[src/rtl/acsl_map.svh]
// register offsets, field positions and reset values of the converter control block
// assumes it is included by bare name from design and verification files
`ifndef ACSL_MAP_SVH
`define ACSL_MAP_SVH

// register pointer values seen on the register port
`define ACSL_ADDR_RESULT 4'h0
`define ACSL_ADDR_ALERT 4'h1
`define ACSL_ADDR_CONFIG 4'h2
`define ACSL_ADDR_CYCLE 4'h3
`define ACSL_ADDR_LIMIT_BASE 4'h4

// configuration register fields
`define ACSL_CFG_POL 0
`define ACSL_CFG_SEL 1
`define ACSL_CFG_AEN 2
`define ACSL_CFG_FLTR 3
`define ACSL_CFG_MASK_LSB 4
`define ACSL_CFG_MASK_MSB 7
`define ACSL_CFG_RESET 8'h08

// result and limit word fields
`define ACSL_RES_FLAG 15
`define ACSL_RES_ZERO 14
`define ACSL_RES_TAG_MSB 13
`define ACSL_RES_TAG_LSB 12
`define ACSL_RES_VAL_MSB 11

// limit register reset values
`define ACSL_UPPER_RESET 12'hfff
`define ACSL_LOWER_RESET 12'h000
`define ACSL_HYST_RESET_12 12'h008
`define ACSL_HYST_RESET_10 12'h002

`endif

[src/rtl/acsl_pkg.sv]
// types shared by the converter control block
// assumes acsl_map.svh holds the numeric constants
package acsl_pkg;

  // sequencer states, gray along idle -> convert -> idle
  typedef enum logic [1:0]
  {
    ACSL_IDLE = 2'b00,
    ACSL_CONV = 2'b01
  } acsl_seq_state_t;

  // which limit register of a channel a write lands in
  typedef enum logic [1:0]
  {
    ACSL_FLD_LOWER = 2'b00,
    ACSL_FLD_UPPER = 2'b01,
    ACSL_FLD_HYST = 2'b10,
    ACSL_FLD_NONE = 2'b11
  } acsl_field_t;

endpackage

[src/rtl/acsl_channel_pick.sv]
// channel picker: next enabled input above the last converted one
// assumes mask and lastChan come from registers on the same clock
`timescale 1ns/10ps
module acsl_channel_pick
(
  input wire logic [3:0] mask, // enabled inputs, bit 0 is input one
  input wire logic [1:0] lastChan, // tag of the last converted input
  input wire logic restart, // begin again at the lowest enabled input
  output logic [1:0] nextChan, // tag of the input to convert next
  output logic anyEnabled // at least one input is enabled
);

  logic [1:0] lowest;
  logic [1:0] above;
  logic foundAbove;

  // scan from the top down so the lowest hit is kept last
  always_comb
  begin
    lowest = 2'h0;
    above = 2'h0;
    foundAbove = 1'b0;
    for (int i = 3; i >= 0; i--)
    begin
      if (mask[i])
      begin
        lowest = 2'(i);
        if (2'(i) > lastChan)
        begin
          above = 2'(i);
          foundAbove = 1'b1;
        end
      end
    end
    anyEnabled = |mask; // an empty mask selects nothing
    nextChan = (restart || !foundAbove) ? lowest : above;
  end

endmodule // acsl_channel_pick

[src/rtl/acsl_channel_limit.sv]
// per-input limit registers and window comparator with hysteresis
// assumes evalEn pulses for one cycle with the code of this input
`timescale 1ns/10ps
`include "acsl_map.svh"
module acsl_channel_limit
#(
  parameter logic [11:0] HYST_RESET = `ACSL_HYST_RESET_12
)
(
  input wire logic clock, // 40 MHz system clock
  input wire logic rst, // asynchronous reset, active high
  input wire logic wrEn, // register write strobe
  input wire acsl_pkg::acsl_field_t wrField, // which register is written
  input wire logic [11:0] wrData, // used 12 bits of the written word
  input wire logic evalEn, // a conversion of this input just finished
  input wire logic [11:0] code, // the finished conversion value
  input wire logic clearCmd, // software clear of all violations
  output logic [11:0] upperLimit, // upper limit register
  output logic [11:0] lowerLimit, // lower limit register
  output logic [11:0] hysteresis, // hysteresis register
  output logic overActive, // upper violation still standing
  output logic underActive, // lower violation still standing
  output logic overEvent, // upper violation seen this cycle
  output logic underEvent // lower violation seen this cycle
);

  logic [11:0] upper_q, upper_d, lower_q, lower_d, hyst_q, hyst_d;
  logic over_q, over_d, under_q, under_d;
  logic [12:0] belowUpper, aboveLower;

  // strict compares; distances are taken one bit wider so they cannot wrap
  always_comb
  begin
    overEvent = evalEn && (code > upper_q);
    underEvent = evalEn && (code < lower_q);
    belowUpper = {1'b0, upper_q} - {1'b0, code};
    aboveLower = {1'b0, code} - {1'b0, lower_q};
  end

  // register writes and violation state; a new violation beats any clear
  always_comb
  begin
    upper_d = upper_q;
    lower_d = lower_q;
    hyst_d = hyst_q;
    if (wrEn && wrField == acsl_pkg::ACSL_FLD_UPPER)
      upper_d = wrData;
    if (wrEn && wrField == acsl_pkg::ACSL_FLD_LOWER)
      lower_d = wrData;
    if (wrEn && wrField == acsl_pkg::ACSL_FLD_HYST)
      hyst_d = wrData;
    over_d = over_q;
    if (overEvent)
      over_d = 1'b1;
    else if (clearCmd)
      over_d = 1'b0;
    else if (evalEn && belowUpper >= {1'b0, hyst_q})
      over_d = 1'b0;
    under_d = under_q;
    if (underEvent)
      under_d = 1'b1;
    else if (clearCmd)
      under_d = 1'b0;
    else if (evalEn && aboveLower >= {1'b0, hyst_q})
      under_d = 1'b0;
  end

  // full scale upper, zero scale lower after reset
  always_ff @(posedge clock or posedge rst)
  begin
    if (rst)
    begin
      upper_q <= `ACSL_UPPER_RESET;
      lower_q <= `ACSL_LOWER_RESET;
      hyst_q <= HYST_RESET;
      over_q <= 1'b0;
      under_q <= 1'b0;
    end
    else
    begin
      upper_q <= upper_d;
      lower_q <= lower_d;
      hyst_q <= hyst_d;
      over_q <= over_d;
      under_q <= under_d;
    end
  end

  assign upperLimit = upper_q;
  assign lowerLimit = lower_q;
  assign hysteresis = hyst_q;
  assign overActive = over_q;
  assign underActive = under_q;

endmodule // acsl_channel_limit

[src/rtl/acsl_converter_control.sv]
// converter control top: sequencing, result word, limits, indicator pin
// assumes register port, start request and converter core all run on clock
// the serial bus controller and its register pointer sit outside this block
`timescale 1ns/10ps
`include "acsl_map.svh"
// Operation
// - four mask bits each enable one input; empty mask converts nothing
// - enabled inputs convert in ascending order from the lowest one
// - alert-enable and select both zero: indicator pin gives nothing
// - alert-enable zero, select one: indicator pin shows busy
// - alert-enable one, select zero: indicator pin shows alert
// - writing both bits one clears alert pin, flag and status bits
// - after that clear, configuration reads alert-enable one, select zero
// - latest conversion kept in read-only 16-bit straight binary word
// - word holds flag, zero, channel tag, then conversion value
// - tag codes inputs one to four as zero to three
// - value sits most significant bit first, top bit at bit 11
// - ten-bit variant reads zeros in the two lowest bits
// - flag set when this or any other input violated limits
// - each input has upper, lower and hysteresis of 12 used bits
// - reset upper limit is full scale, lower limit zero scale
// - value above upper limit sets flag and alert
// - value below lower limit sets flag and alert
// - upper violation ends when value is hysteresis codes below limit
// - lower violation ends when value is hysteresis codes above limit
// - polarity bit zero makes pin active low, one active high
// - status register keeps one upper and one lower bit per input
// - reset hysteresis is eight codes on the twelve-bit variant
module acsl_converter_control
#(
  parameter bit TEN_BIT = 1'b0 // 1 selects the ten-bit variant
)
(
  input wire logic clock, // 40 MHz system clock
  input wire logic rst, // asynchronous reset, active high
  input wire logic [3:0] regAddr, // register pointer value
  input wire logic [15:0] regWrData, // word written by the bus controller
  input wire logic regWrEn, // one-cycle write strobe
  output logic [15:0] regRdData, // registered read data for regAddr
  input wire logic convStart, // one-cycle request for one conversion
  output logic convReq, // one-cycle start pulse to the converter core
  output logic [1:0] convChan, // input tag the core must sample
  input wire logic convDone, // one-cycle pulse, core finished
  input wire logic [11:0] convCode, // finished straight binary value
  output logic indicatorOut, // level for the shared indicator pin
  output logic indicatorOe // high while the pin is driven
);

  localparam logic [11:0] HYST_RESET = TEN_BIT ? `ACSL_HYST_RESET_10 : `ACSL_HYST_RESET_12;

  acsl_pkg::acsl_seq_state_t state_q, state_d;
  logic [7:0] cfg_q, cfg_d;
  logic [7:0] alertStatus_q, alertStatus_d;
  logic [14:0] result_q, result_d;
  logic [1:0] lastChan_q, lastChan_d;
  logic fresh_q, fresh_d;
  logic convReq_q, convReq_d;
  logic [1:0] convChan_q, convChan_d;
  logic [15:0] rdData_q, rdData_d;
  logic indOut_q, indOut_d, indOe_q, indOe_d;

  logic [3:0] mask;
  logic [1:0] nextChan;
  logic anyEnabled;
  logic cfgWr, clearCmd, statusWr;
  logic [11:0] codeUsed;
  logic [3:0] limitWr;
  acsl_pkg::acsl_field_t limitField;
  logic [3:0] evalEn;
  logic [11:0] upperLimit [4];
  logic [11:0] lowerLimit [4];
  logic [11:0] hysteresis [4];
  logic [3:0] overActive, underActive, overEvent, underEvent;
  logic [7:0] statusSet;
  logic alertFlag;
  logic [1:0] rdChan;
  acsl_pkg::acsl_field_t rdField;

  assign mask = cfg_q[`ACSL_CFG_MASK_MSB:`ACSL_CFG_MASK_LSB];

  // chooses the next enabled input; restart after reset or a config write
  acsl_channel_pick u_pick
  (
    .mask(mask),
    .lastChan(lastChan_q),
    .restart(fresh_q),
    .nextChan(nextChan),
    .anyEnabled(anyEnabled)
  );

  // register write decode; limit pointers reuse the read-side decode
  // so a write and a read of one pointer can never disagree on the slice
  always_comb
  begin
    cfgWr = regWrEn && (regAddr == `ACSL_ADDR_CONFIG);
    statusWr = regWrEn && (regAddr == `ACSL_ADDR_ALERT);
    clearCmd = cfgWr && regWrData[`ACSL_CFG_AEN] && regWrData[`ACSL_CFG_SEL];
    limitWr = 4'h0;
    limitField = rdField;
    if (regWrEn && rdField != acsl_pkg::ACSL_FLD_NONE)
    begin
      limitWr[rdChan] = 1'b1;
    end
  end

  // ten-bit variant drops the two low bits before storing and comparing
  always_comb
  begin
    codeUsed = convCode;
    if (TEN_BIT)
      codeUsed[1:0] = 2'b00;
  end

  // only the input just converted is evaluated
  always_comb
  begin
    evalEn = 4'h0;
    if (state_q == acsl_pkg::ACSL_CONV && convDone)
      evalEn[convChan_q] = 1'b1;
  end

  // one limit slice per input
  for (genvar g = 0; g < 4; g++)
  begin : g_limit
    acsl_channel_limit #(.HYST_RESET(HYST_RESET)) u_limit
    (
      .clock(clock),
      .rst(rst),
      .wrEn(limitWr[g]),
      .wrField(limitField),
      .wrData(regWrData[11:0]),
      .evalEn(evalEn[g]),
      .code(codeUsed),
      .clearCmd(clearCmd),
      .upperLimit(upperLimit[g]),
      .lowerLimit(lowerLimit[g]),
      .hysteresis(hysteresis[g]),
      .overActive(overActive[g]),
      .underActive(underActive[g]),
      .overEvent(overEvent[g]),
      .underEvent(underEvent[g])
    );
    assign statusSet[2*g] = underEvent[g];
    assign statusSet[2*g+1] = overEvent[g];
  end

  // flag covers every input, not only the one in the result word
  assign alertFlag = |{overActive, underActive};

  // sequencer: a start is ignored while converting or with no input enabled
  always_comb
  begin
    state_d = state_q;
    lastChan_d = lastChan_q;
    fresh_d = fresh_q;
    convReq_d = 1'b0;
    convChan_d = convChan_q;
    result_d = result_q;
    case (state_q)
      acsl_pkg::ACSL_IDLE:
      begin
        if (convStart && anyEnabled)
        begin
          convReq_d = 1'b1;
          convChan_d = nextChan;
          lastChan_d = nextChan;
          fresh_d = 1'b0;
          state_d = acsl_pkg::ACSL_CONV;
        end
      end
      acsl_pkg::ACSL_CONV:
      begin
        if (convDone)
        begin
          result_d = {1'b0, convChan_q, codeUsed};
          state_d = acsl_pkg::ACSL_IDLE;
        end
      end
      default:
      begin
        state_d = acsl_pkg::ACSL_IDLE;
      end
    endcase
    if (cfgWr)
      fresh_d = 1'b1; // a new mask restarts from its lowest input
  end

  // configuration and status; a new violation wins over any clear
  always_comb
  begin
    cfg_d = cfg_q;
    if (cfgWr)
    begin
      cfg_d = regWrData[7:0];
      if (clearCmd)
        cfg_d[`ACSL_CFG_SEL] = 1'b0;
    end
    alertStatus_d = alertStatus_q;
    if (clearCmd)
      alertStatus_d = 8'h00;
    else if (statusWr)
      alertStatus_d = alertStatus_q & ~regWrData[7:0];
    alertStatus_d = alertStatus_d | statusSet;
  end

  // indicator pin role from alert-enable and select, level from polarity
  always_comb
  begin
    logic active;
    active = 1'b0;
    indOe_d = 1'b0;
    case ({cfg_q[`ACSL_CFG_AEN], cfg_q[`ACSL_CFG_SEL]})
      2'b00:
      begin
        indOe_d = 1'b0;
      end
      2'b01:
      begin
        indOe_d = 1'b1;
        active = (state_q == acsl_pkg::ACSL_CONV);
      end
      2'b10:
      begin
        indOe_d = 1'b1;
        active = alertFlag;
      end
      default:
      begin
        indOe_d = 1'b0; // select never stays set with alert-enable
      end
    endcase
    indOut_d = cfg_q[`ACSL_CFG_POL] ? active : ~active;
  end

  // read mux, one cycle of latency; unused bits and unmapped pointers read zero
  always_comb
  begin
    rdChan = 2'h0;
    rdField = acsl_pkg::ACSL_FLD_NONE;
    rdData_d = 16'h0000;
    // limit pointers run lower, upper, hysteresis per input from the base
    if (regAddr >= `ACSL_ADDR_LIMIT_BASE)
    begin
      rdChan = 2'((regAddr - `ACSL_ADDR_LIMIT_BASE) / 4'h3);
      rdField = acsl_pkg::acsl_field_t'(2'((regAddr - `ACSL_ADDR_LIMIT_BASE) % 4'h3));
    end
    case (regAddr)
      `ACSL_ADDR_RESULT: rdData_d = {alertFlag, result_q};
      `ACSL_ADDR_ALERT: rdData_d = {8'h00, alertStatus_q};
      `ACSL_ADDR_CONFIG: rdData_d = {8'h00, cfg_q};
      `ACSL_ADDR_CYCLE: rdData_d = 16'h0000;
      default:
      begin
        case (rdField)
          acsl_pkg::ACSL_FLD_LOWER: rdData_d = {alertFlag, 3'h0, lowerLimit[rdChan]};
          acsl_pkg::ACSL_FLD_UPPER: rdData_d = {alertFlag, 3'h0, upperLimit[rdChan]};
          acsl_pkg::ACSL_FLD_HYST: rdData_d = {alertFlag, 3'h0, hysteresis[rdChan]};
          default: rdData_d = 16'h0000;
        endcase
      end
    endcase
  end

  // all control state and outputs registered here
  always_ff @(posedge clock or posedge rst)
  begin
    if (rst)
    begin
      state_q <= acsl_pkg::ACSL_IDLE;
      cfg_q <= `ACSL_CFG_RESET;
      alertStatus_q <= 8'h00;
      result_q <= 15'h0000;
      lastChan_q <= 2'h0;
      fresh_q <= 1'b1;
      convReq_q <= 1'b0;
      convChan_q <= 2'h0;
      rdData_q <= 16'h0000;
      indOut_q <= 1'b1;
      indOe_q <= 1'b0;
    end
    else
    begin
      state_q <= state_d;
      cfg_q <= cfg_d;
      alertStatus_q <= alertStatus_d;
      result_q <= result_d;
      lastChan_q <= lastChan_d;
      fresh_q <= fresh_d;
      convReq_q <= convReq_d;
      convChan_q <= convChan_d;
      rdData_q <= rdData_d;
      indOut_q <= indOut_d;
      indOe_q <= indOe_d;
    end
  end

  assign regRdData = rdData_q;
  assign convReq = convReq_q;
  assign convChan = convChan_q;
  assign indicatorOut = indOut_q;
  assign indicatorOe = indOe_q;

endmodule // acsl_converter_control

[config.mk]
export PLATFORM = sky130hd
export DESIGN_NAME = acsl_converter_control
export DESIGN_NICKNAME = d
export VERILOG_FILES = /design/src/rtl/acsl_pkg.sv /design/src/rtl/acsl_channel_pick.sv /design/src/rtl/acsl_channel_limit.sv /design/src/rtl/acsl_converter_control.sv
export VERILOG_INCLUDE_DIRS = /design/src /design/src/rtl
export SDC_FILE = /design/constraint.sdc
export NUM_CORES = 1
export LEC_CHECK = 0
export CAP_MARGIN = 20
export CORE_ASPECT_RATIO = 0.9
export CORE_MARGIN = 2
export CORE_UTILIZATION = 35
export DETAILED_ROUTE_END_ITERATION = 10
export DONT_BUFFER_PORTS = 1
export SYNTH_ARGS = -nofsm -noshare
export SYNTH_HDL_FRONTEND = slang
export SYNTH_SLANG_ARGS = --single-unit
export TNS_END_PERCENT = 10
[constraint.sdc]
create_clock -name clock -period 17.1 [get_ports clock]
set_input_delay 3.42 -clock clock [delete_from_list [all_inputs] [get_ports clock]]
set_output_delay 3.42 -clock clock [all_outputs]
set_load 0.01 [all_outputs]
# Word level (Yosys, flattened, before mapping)

Index checks and enable logic that the tools add are counted.

Bits of input ports: 37
Output and inout port bits: 21
Register bits after elaboration: 206
Logic and storage cells: 220

Bitwise logic cells: 5
Reduce and logical (&&, ||, !) cells: 59
Mux-type cells: 78
Add/subtract/negate cells: 9
Div/mod/pow operators: 2
Magnitude comparators: 26
Equality and inequality tests: 11

Operators by type and width:

| operator                                                                      | number |
|---|---|
| 13-bit by 12-bit greater-or-equal comparator with 1-bit output                | 8 |
| 12-bit by 12-bit subtractor with 13-bit output                                | 8 |
| 12-bit binary-select mux with 2-bit select                                    | 3 |
| 12-bit two-way mux                                                            | 6 |
| 16-bit case mux with 4 select lines                                           | 1 |
| 12-bit > comparator                                                           | 4 |
| 12-bit less-than comparator                                                   | 4 |
| 16-bit case mux with 3 select lines                                           | 1 |
| 1-bit two-way mux                                                             | 42 |
| 1-bit logical AND                                                             | 37 |
| 2-bit two-way mux                                                             | 17 |
| 3-bit nonzero test                                                            | 8 |
| 8-bit two-way mux                                                             | 2 |
| 8-bit bitwise AND                                                             | 1 |
| 4-bit by 2-bit == test with 1-bit output (second input constant)              | 2 |
| 4-bit two-way mux                                                             | 2 |
| 8-bit inverter                                                                | 1 |
| 8-bit OR                                                                      | 1 |
| 2-bit AND reduction                                                           | 4 |
| 8-bit OR reduction                                                            | 1 |
| 2-bit by 1-bit == test with 1-bit output (second input constant)              | 3 |
| 2-bit by 3-bit less-than comparator with 1-bit output (second input constant) | 2 |
| 2-bit != test (second input constant)                                         | 3 |
| 1-bit demux with 2-bit select                                                 | 2 |
| other kinds (21)                                                              | 27 |

# Longest topological paths before layout

Depth in word-level cells: 12
Gate-level depth with buffers: 17
Mapped depth without buffers: 16

# Hierarchy

Synthesis repeated with hierarchy kept, for this count alone.

Cell total of the unflattened synthesis: 1784
Area total of the unflattened synthesis: 16522.1 um^2

By module, submodules not included:

| module                                       | sequential area each (um^2) | cells each | area an instance (um^2) | times used |
|---|---|---|---|---|
| acsl_channel_limit at g_limit[0].u_limit ... | 967.2                       | 330        | 3143.0                  | 3 |
| acsl_converter_control                       | 1305.0                      | 449        | 3842.4                  | 1 |
| acsl_channel_limit at g_limit[2].u_limit     | 967.2                       | 330        | 3155.5                  | 1 |
| acsl_channel_pick                            | 0.0                         | 15         | 95.1                    | 1 |

# Worst setup path before layout

Ideal clock, no wire load.

Kind: input -> register
From: input regAddr[2]
To: register g_limit[2].u_limit.hyst_q[0]
Path slack: 10562 ps
Buffers on the path: 3
Arrival time: 6413 ps
Stages: 17
Cells stage by stage: inv_1 ha_1 nor2b_2 xor2_1 ha_1 clkbuf_1 buf_2 nand3_1 o21ai_0 ha_1 inv_1 nand2_1 o32ai_4 o22ai_2 nand4_2 buf_6 mux2_4

Longest elaborated chain between the ends: 9

Ends and longest elaborated chain:

| what                                                                                                                                                        | RTL line                      | text |
|---|---|---|
| start: declaration                                                                                                                                          | acsl_converter_control.sv:36  | `input wire logic [3:0] regAddr,` |
| 4-bit by 3-bit subtractor with 4-bit output (no source line)                                                                                                | n/a                           |  |
| 4-bit by 2-bit divider with 4-bit output                                                                                                                    | acsl_converter_control.sv:244 | `` rdChan = 2'((regAddr - `ACSL_ADDR_LIMIT_BASE) / 4'h3); `` |
| 2-bit two-way mux                                                                                                                                           | acsl_converter_control.sv:242 | `` if (regAddr >= `ACSL_ADDR_LIMIT_BASE) `` |
| 2-bit by 3-bit less-than comparator with 1-bit output (implied by the code) or 2-bit by 1-bit greater-or-equal comparator with 1-bit output (tied branches) | acsl_converter_control.sv:102 | `limitWr[rdChan] = 1'b1;` |
| 1-bit logical AND (implied by the code)                                                                                                                     | acsl_converter_control.sv:102 |  |
| 1-bit two-way mux (implied by the code)                                                                                                                     | acsl_converter_control.sv:102 |  |
| 1-bit demux with 2-bit select                                                                                                                               | acsl_converter_control.sv:102 |  |
| 4-bit two-way mux                                                                                                                                           | acsl_converter_control.sv:100 | `if (regWrEn && rdField != acsl_pkg::ACSL_FLD_NONE)` |
| 1-bit logical AND (*)                                                                                                                                       | acsl_channel_limit.sv:50      | `if (wrEn && wrField == acsl_pkg::ACSL_FLD_HYST)` |
| end signal: assignment                                                                                                                                      | acsl_channel_limit.sv:83      | `hyst_q <= hyst_d;` |
| end: declaration                                                                                                                                            | acsl_channel_limit.sv:27      | `logic [11:0] upper_q, upper_d, lower_q, lower_d, hyst_q, hyst_d;` |

Every way passes the cells marked *; elsewhere a longest branch is shown, timed or not.
A chain may end at the register's enable or synchronous reset.

# Worst setup path in the final report

From: input regAddr[2]
To: register g_limit[3].u_limit.hyst_q[2]

Longest elaborated chain between the ends: 9

Ends and longest elaborated chain:

| what                                                                                                                                                        | RTL line |
|---|---|
| 4-bit by 3-bit subtractor with 4-bit output (no source line)                                                                                                | n/a |
| 4-bit by 2-bit divider with 4-bit output                                                                                                                    | acsl_converter_control.sv:244 |
| 2-bit two-way mux                                                                                                                                           | acsl_converter_control.sv:242 |
| 2-bit by 3-bit less-than comparator with 1-bit output (implied by the code) or 2-bit by 1-bit greater-or-equal comparator with 1-bit output (tied branches) | acsl_converter_control.sv:102 |
| 1-bit logical AND (implied by the code)                                                                                                                     | acsl_converter_control.sv:102 |
| 1-bit two-way mux (implied by the code)                                                                                                                     | acsl_converter_control.sv:102 |
| 1-bit demux with 2-bit select                                                                                                                               | acsl_converter_control.sv:102 |
| 4-bit two-way mux                                                                                                                                           | acsl_converter_control.sv:100 |
| 1-bit logical AND (*)                                                                                                                                       | acsl_channel_limit.sv:50 |
| end signal: assignment                                                                                                                                      | acsl_channel_limit.sv:83 |
| end: declaration                                                                                                                                            | acsl_channel_limit.sv:27 |

Marked as above.

==> metrics.txt <==
status=completed; Diodes inserted=0; asr flop ratio synth=100%; sequential-to-total area share from yosys stat=31.5%; initial antenna violation count=5; Synth Area in Simple Gates=12.6%; Detail Placement HPWL=42400 microns; die area=48700 sq um; # nets final=1973; worst slew pin tran=1.36 ns; Min-Delay Path Class=reg -> reg; Pwr Density=193 nW/um^2; FF+latch count, synth=204; Post-Synthesis Cells=1755; top cells by area, synth=dfrtp_1, ha_1, dfstp_2; RSZ-0062 raised after global routing=false; largest family of logic cells by synthesized area=compound AO/OA/AOI/OAI gates; top-area cell type share of the netlist area=22.7%; CTS H-tree lvls=1; final setup fails=0; Setup CP Type=in -> reg; Initial Utilization=between 30% and 40%; CTS tree=done; via/cell ratio=a little under 6; Remaining DRCs=0; First-pass DRT Iterations=6; maximum buffer depth of the clock tree=3; Reg clk slew, reported paths=0.06 ns; Arrival @ worst endpoint=between 7 and 8 ns; Post-CTS Setup Bufs=0; Rel. slew slack=between 8 and 9%; die height=210 microns; cell taking the most area after synthesis=dfrtp_1; clk sink count=204; Final GP Congestion=approximately 0.95; Max VDD drop=93.0 uV; type of destination of the critical path=register; area grow syn2layout=9.27%; worst-path maximum fanout=30; Routed WL=around 56000 microns; final setup TNS=0 ns; Max Cap Viol=0; DRT iter0 DRCs=roughly 1300; Port Buffers=0; CP startpoint kind=primary input; Skew-Pair Late Insertion Delay=0.57 ns; via count of the first global-routing pass=13453; antenna viol nets, final=0; core region area=46500 sq um; Root Driver=clkbuf_16; post-synthesis cell type count=82; Total Routing Usage GR=a little under a quarter; total CTS buffers=27; first-pass GRT wire length=approximately 85000 microns; drt wl/cell=23.7 microns; Synth Area in Adders=16.2%; IO Count=between 50 and 60; DR vias=roughly 14000; synthesized net count=2000; average size of a mapped cell=9.36 sq um; Synthesis Warnings=0; Die X=approximately 230 microns; total grt overflow=0; share of cells above drive strength 1=16.1%; WHS=0.468 ns; Hold Buf Count CTS=0; worst endpoint required time=around 18 ns; min cycle time layout=7.40 ns; Max Slew Vio Count=0; Synth Area in Compound Gates=20.0%; Resize count post-CTS=0; Post-synth EDFFs=0; XOR/XNOR Fraction of Synth Area=around 3.2%; multiplexer area fraction after synthesis=roughly 11%; Peak Freq=135 MHz; cell area after synthesis=~16000 sq um; Leak=a little over 8 nW; Clock Skew=~0.021 ns; largest net degree at the start of global routing=81; period utilisation layout=a little over two fifths; Final Hold Viols=0; row count=75; Top FF cell, synth=dfrtp_1
==> area by class of cell <==
cell class | instances | area [sq um]
inverter | 147 | 559
clock inverter | 12 | 146
sequential | 204 | 5170
tap | 616 | 771
multi-input combinational | 1329 | 10400
timing repair buffer | 19 | 160
fill | 4622 | 28500
clock buffer | 38 | 777
==> where the power goes <==
group          leakage, nW  internal, mW  switching (mW)
combinational         5.16         0.884            1.08
clock                0.461         0.361           0.233
sequential            2.43         0.735           0.170
==> path summary, 6_finish.rpt <==
path / startpoint / end / slack [ns] / cells after the start
worst max register to register: g_limit[0].u_limit.lowerLimit[0]$_DFFE_PP0P_ / g_limit[0].u_limit.underActive$_DFFE_PP0P_ / 13.04 / 13
worst max-delay path: regAddr[2] / g_limit[3].u_limit.hysteresis[2]$_DFFE_PP0P_ / 9.70 / 16
worst min register to register: cfg_q[0]$_DFFE_PP0P_ / indicatorOut$_DFF_PP1_ / 0.47 / 1
min in group asynchronous: rst / g_limit[1].u_limit.lowerLimit[10]$_DFFE_PP0P_ / 2.73 / 1
max in group asynchronous: rst / g_limit[0].u_limit.overActive$_DFFE_PP0P_ / 13.02 / 2
worst min-delay path: cfg_q[0]$_DFFE_PP0P_ / indicatorOut$_DFF_PP1_ / 0.47 / 1
==> kinds of logic (layout without fill, tap and decap cells) <==
logic type	Yosys count	after routing
xor+xnor	60	60
other cells	1	1
flops	204	204
compound gates	491	491
simple gates	415	415
buf+inv	222	216
fa+ha+maj	208	208
mux	154	154
==> flip-flops by register name (all words and copies together) (netlist names), 2 cells and up <==
name,flops
cfg_q,8
g_limit.u_limit.underActive,4
g_limit.u_limit.upperLimit,48
g_limit.u_limit.overActive,4
convChan,2
regRdData,15
g_limit.u_limit.hysteresis,48
g_limit.u_limit.lowerLimit,48
alertStatus_q,8
result_q,14
==> layout by cell type, fill, tap and decap left out, drive strengths merged, types with 7 or more instances in the layout <==
cell | synthesis | final
clkbuf | 47 | 39
o211ai | 17 | 17
a211o | 17 | 17
a21o | 31 | 31
and2 | 7 | 7
and3 | 9 | 9
o31a | 19 | 19
dfstp | 55 | 55
o21a | 43 | 43
nor2 | 79 | 79
nand2b | 19 | 19
nand3 | 52 | 52
nor2b | 31 | 31
nor3 | 50 | 50
xor2 | 14 | 14
or3 | 10 | 10
ha | 200 | 200
a21oi | 89 | 89
dfrtp | 149 | 149
o22ai | 16 | 16
a21boi | 8 | 8
a211oi | 10 | 10
mux2 | 140 | 140
o31ai | 20 | 20
o21ai | 132 | 132
a2111oi | 11 | 11
a22o | 15 | 15
xnor2 | 46 | 46
mux2i | 14 | 14
nand2 | 108 | 108
buf | 28 | 18
a31oi | 13 | 13
fa | 8 | 8
inv | 147 | 150
nand4 | 18 | 18
==> critical path, cell delays in order <==
cell and delay [ns]:
inv_1 0.08, ha_1 0.14, nor2b_2 0.26, xor2_1 0.19, ha_1 0.59, nand3_1 0.14
o21ai_0 0.15, ha_1 0.19, buf_4 0.35, inv_1 0.10, buf_4 0.24, nand2_1 0.25
o32ai_4 0.21, o22ai_2 0.35, nand4_2 0.61, mux2_4 0.51
==> cell usage after synthesis, drive strengths merged (18+ instances only) <==
library cell / number
clkbuf: 47
nand2b: 19
a21o: 31
nand4: 18
o31a: 19
nand2: 108
nor2b: 31
inv: 147
nor3: 50
nand3: 52
buf: 28
o21ai: 132
mux2: 140
dfrtp: 149
ha: 200
o21a: 43
o31ai: 20
nor2: 79
dfstp: 55
a21oi: 89
xnor2: 46
==> metrics by stage <==
step	instances	total power, mW	setup slack, ns	instance area [sq um]	utilization [%]
2_1_floorplan	1755	2.34	8.20	16400	-
3_3_place_gp	2310	2.77	9.09	17000	36.5
3_5_place_dp	2310	2.83	9.00	17000	36.5
4_1_cts	2360	3.45	9.60	17900	38.5
5_1_grt	2365	3.77	9.43	17900	38.6
6_report	2365	3.47	9.70	17900	38.6
==> layer usage <==
layer | global-route usage [%] | share of wire [%] | up-vias
met5 | 0 | 0.043 | -
met4 | 8.44 | 4.0 | 4
met3 | 4.33 | 6.4 | 108
met2 | 36.9 | 46 | 438
met1 | 30.9 | 44 | 6727
li1 | - | - | 6350
No activity file was read; power rests on OpenSTA's default activity.
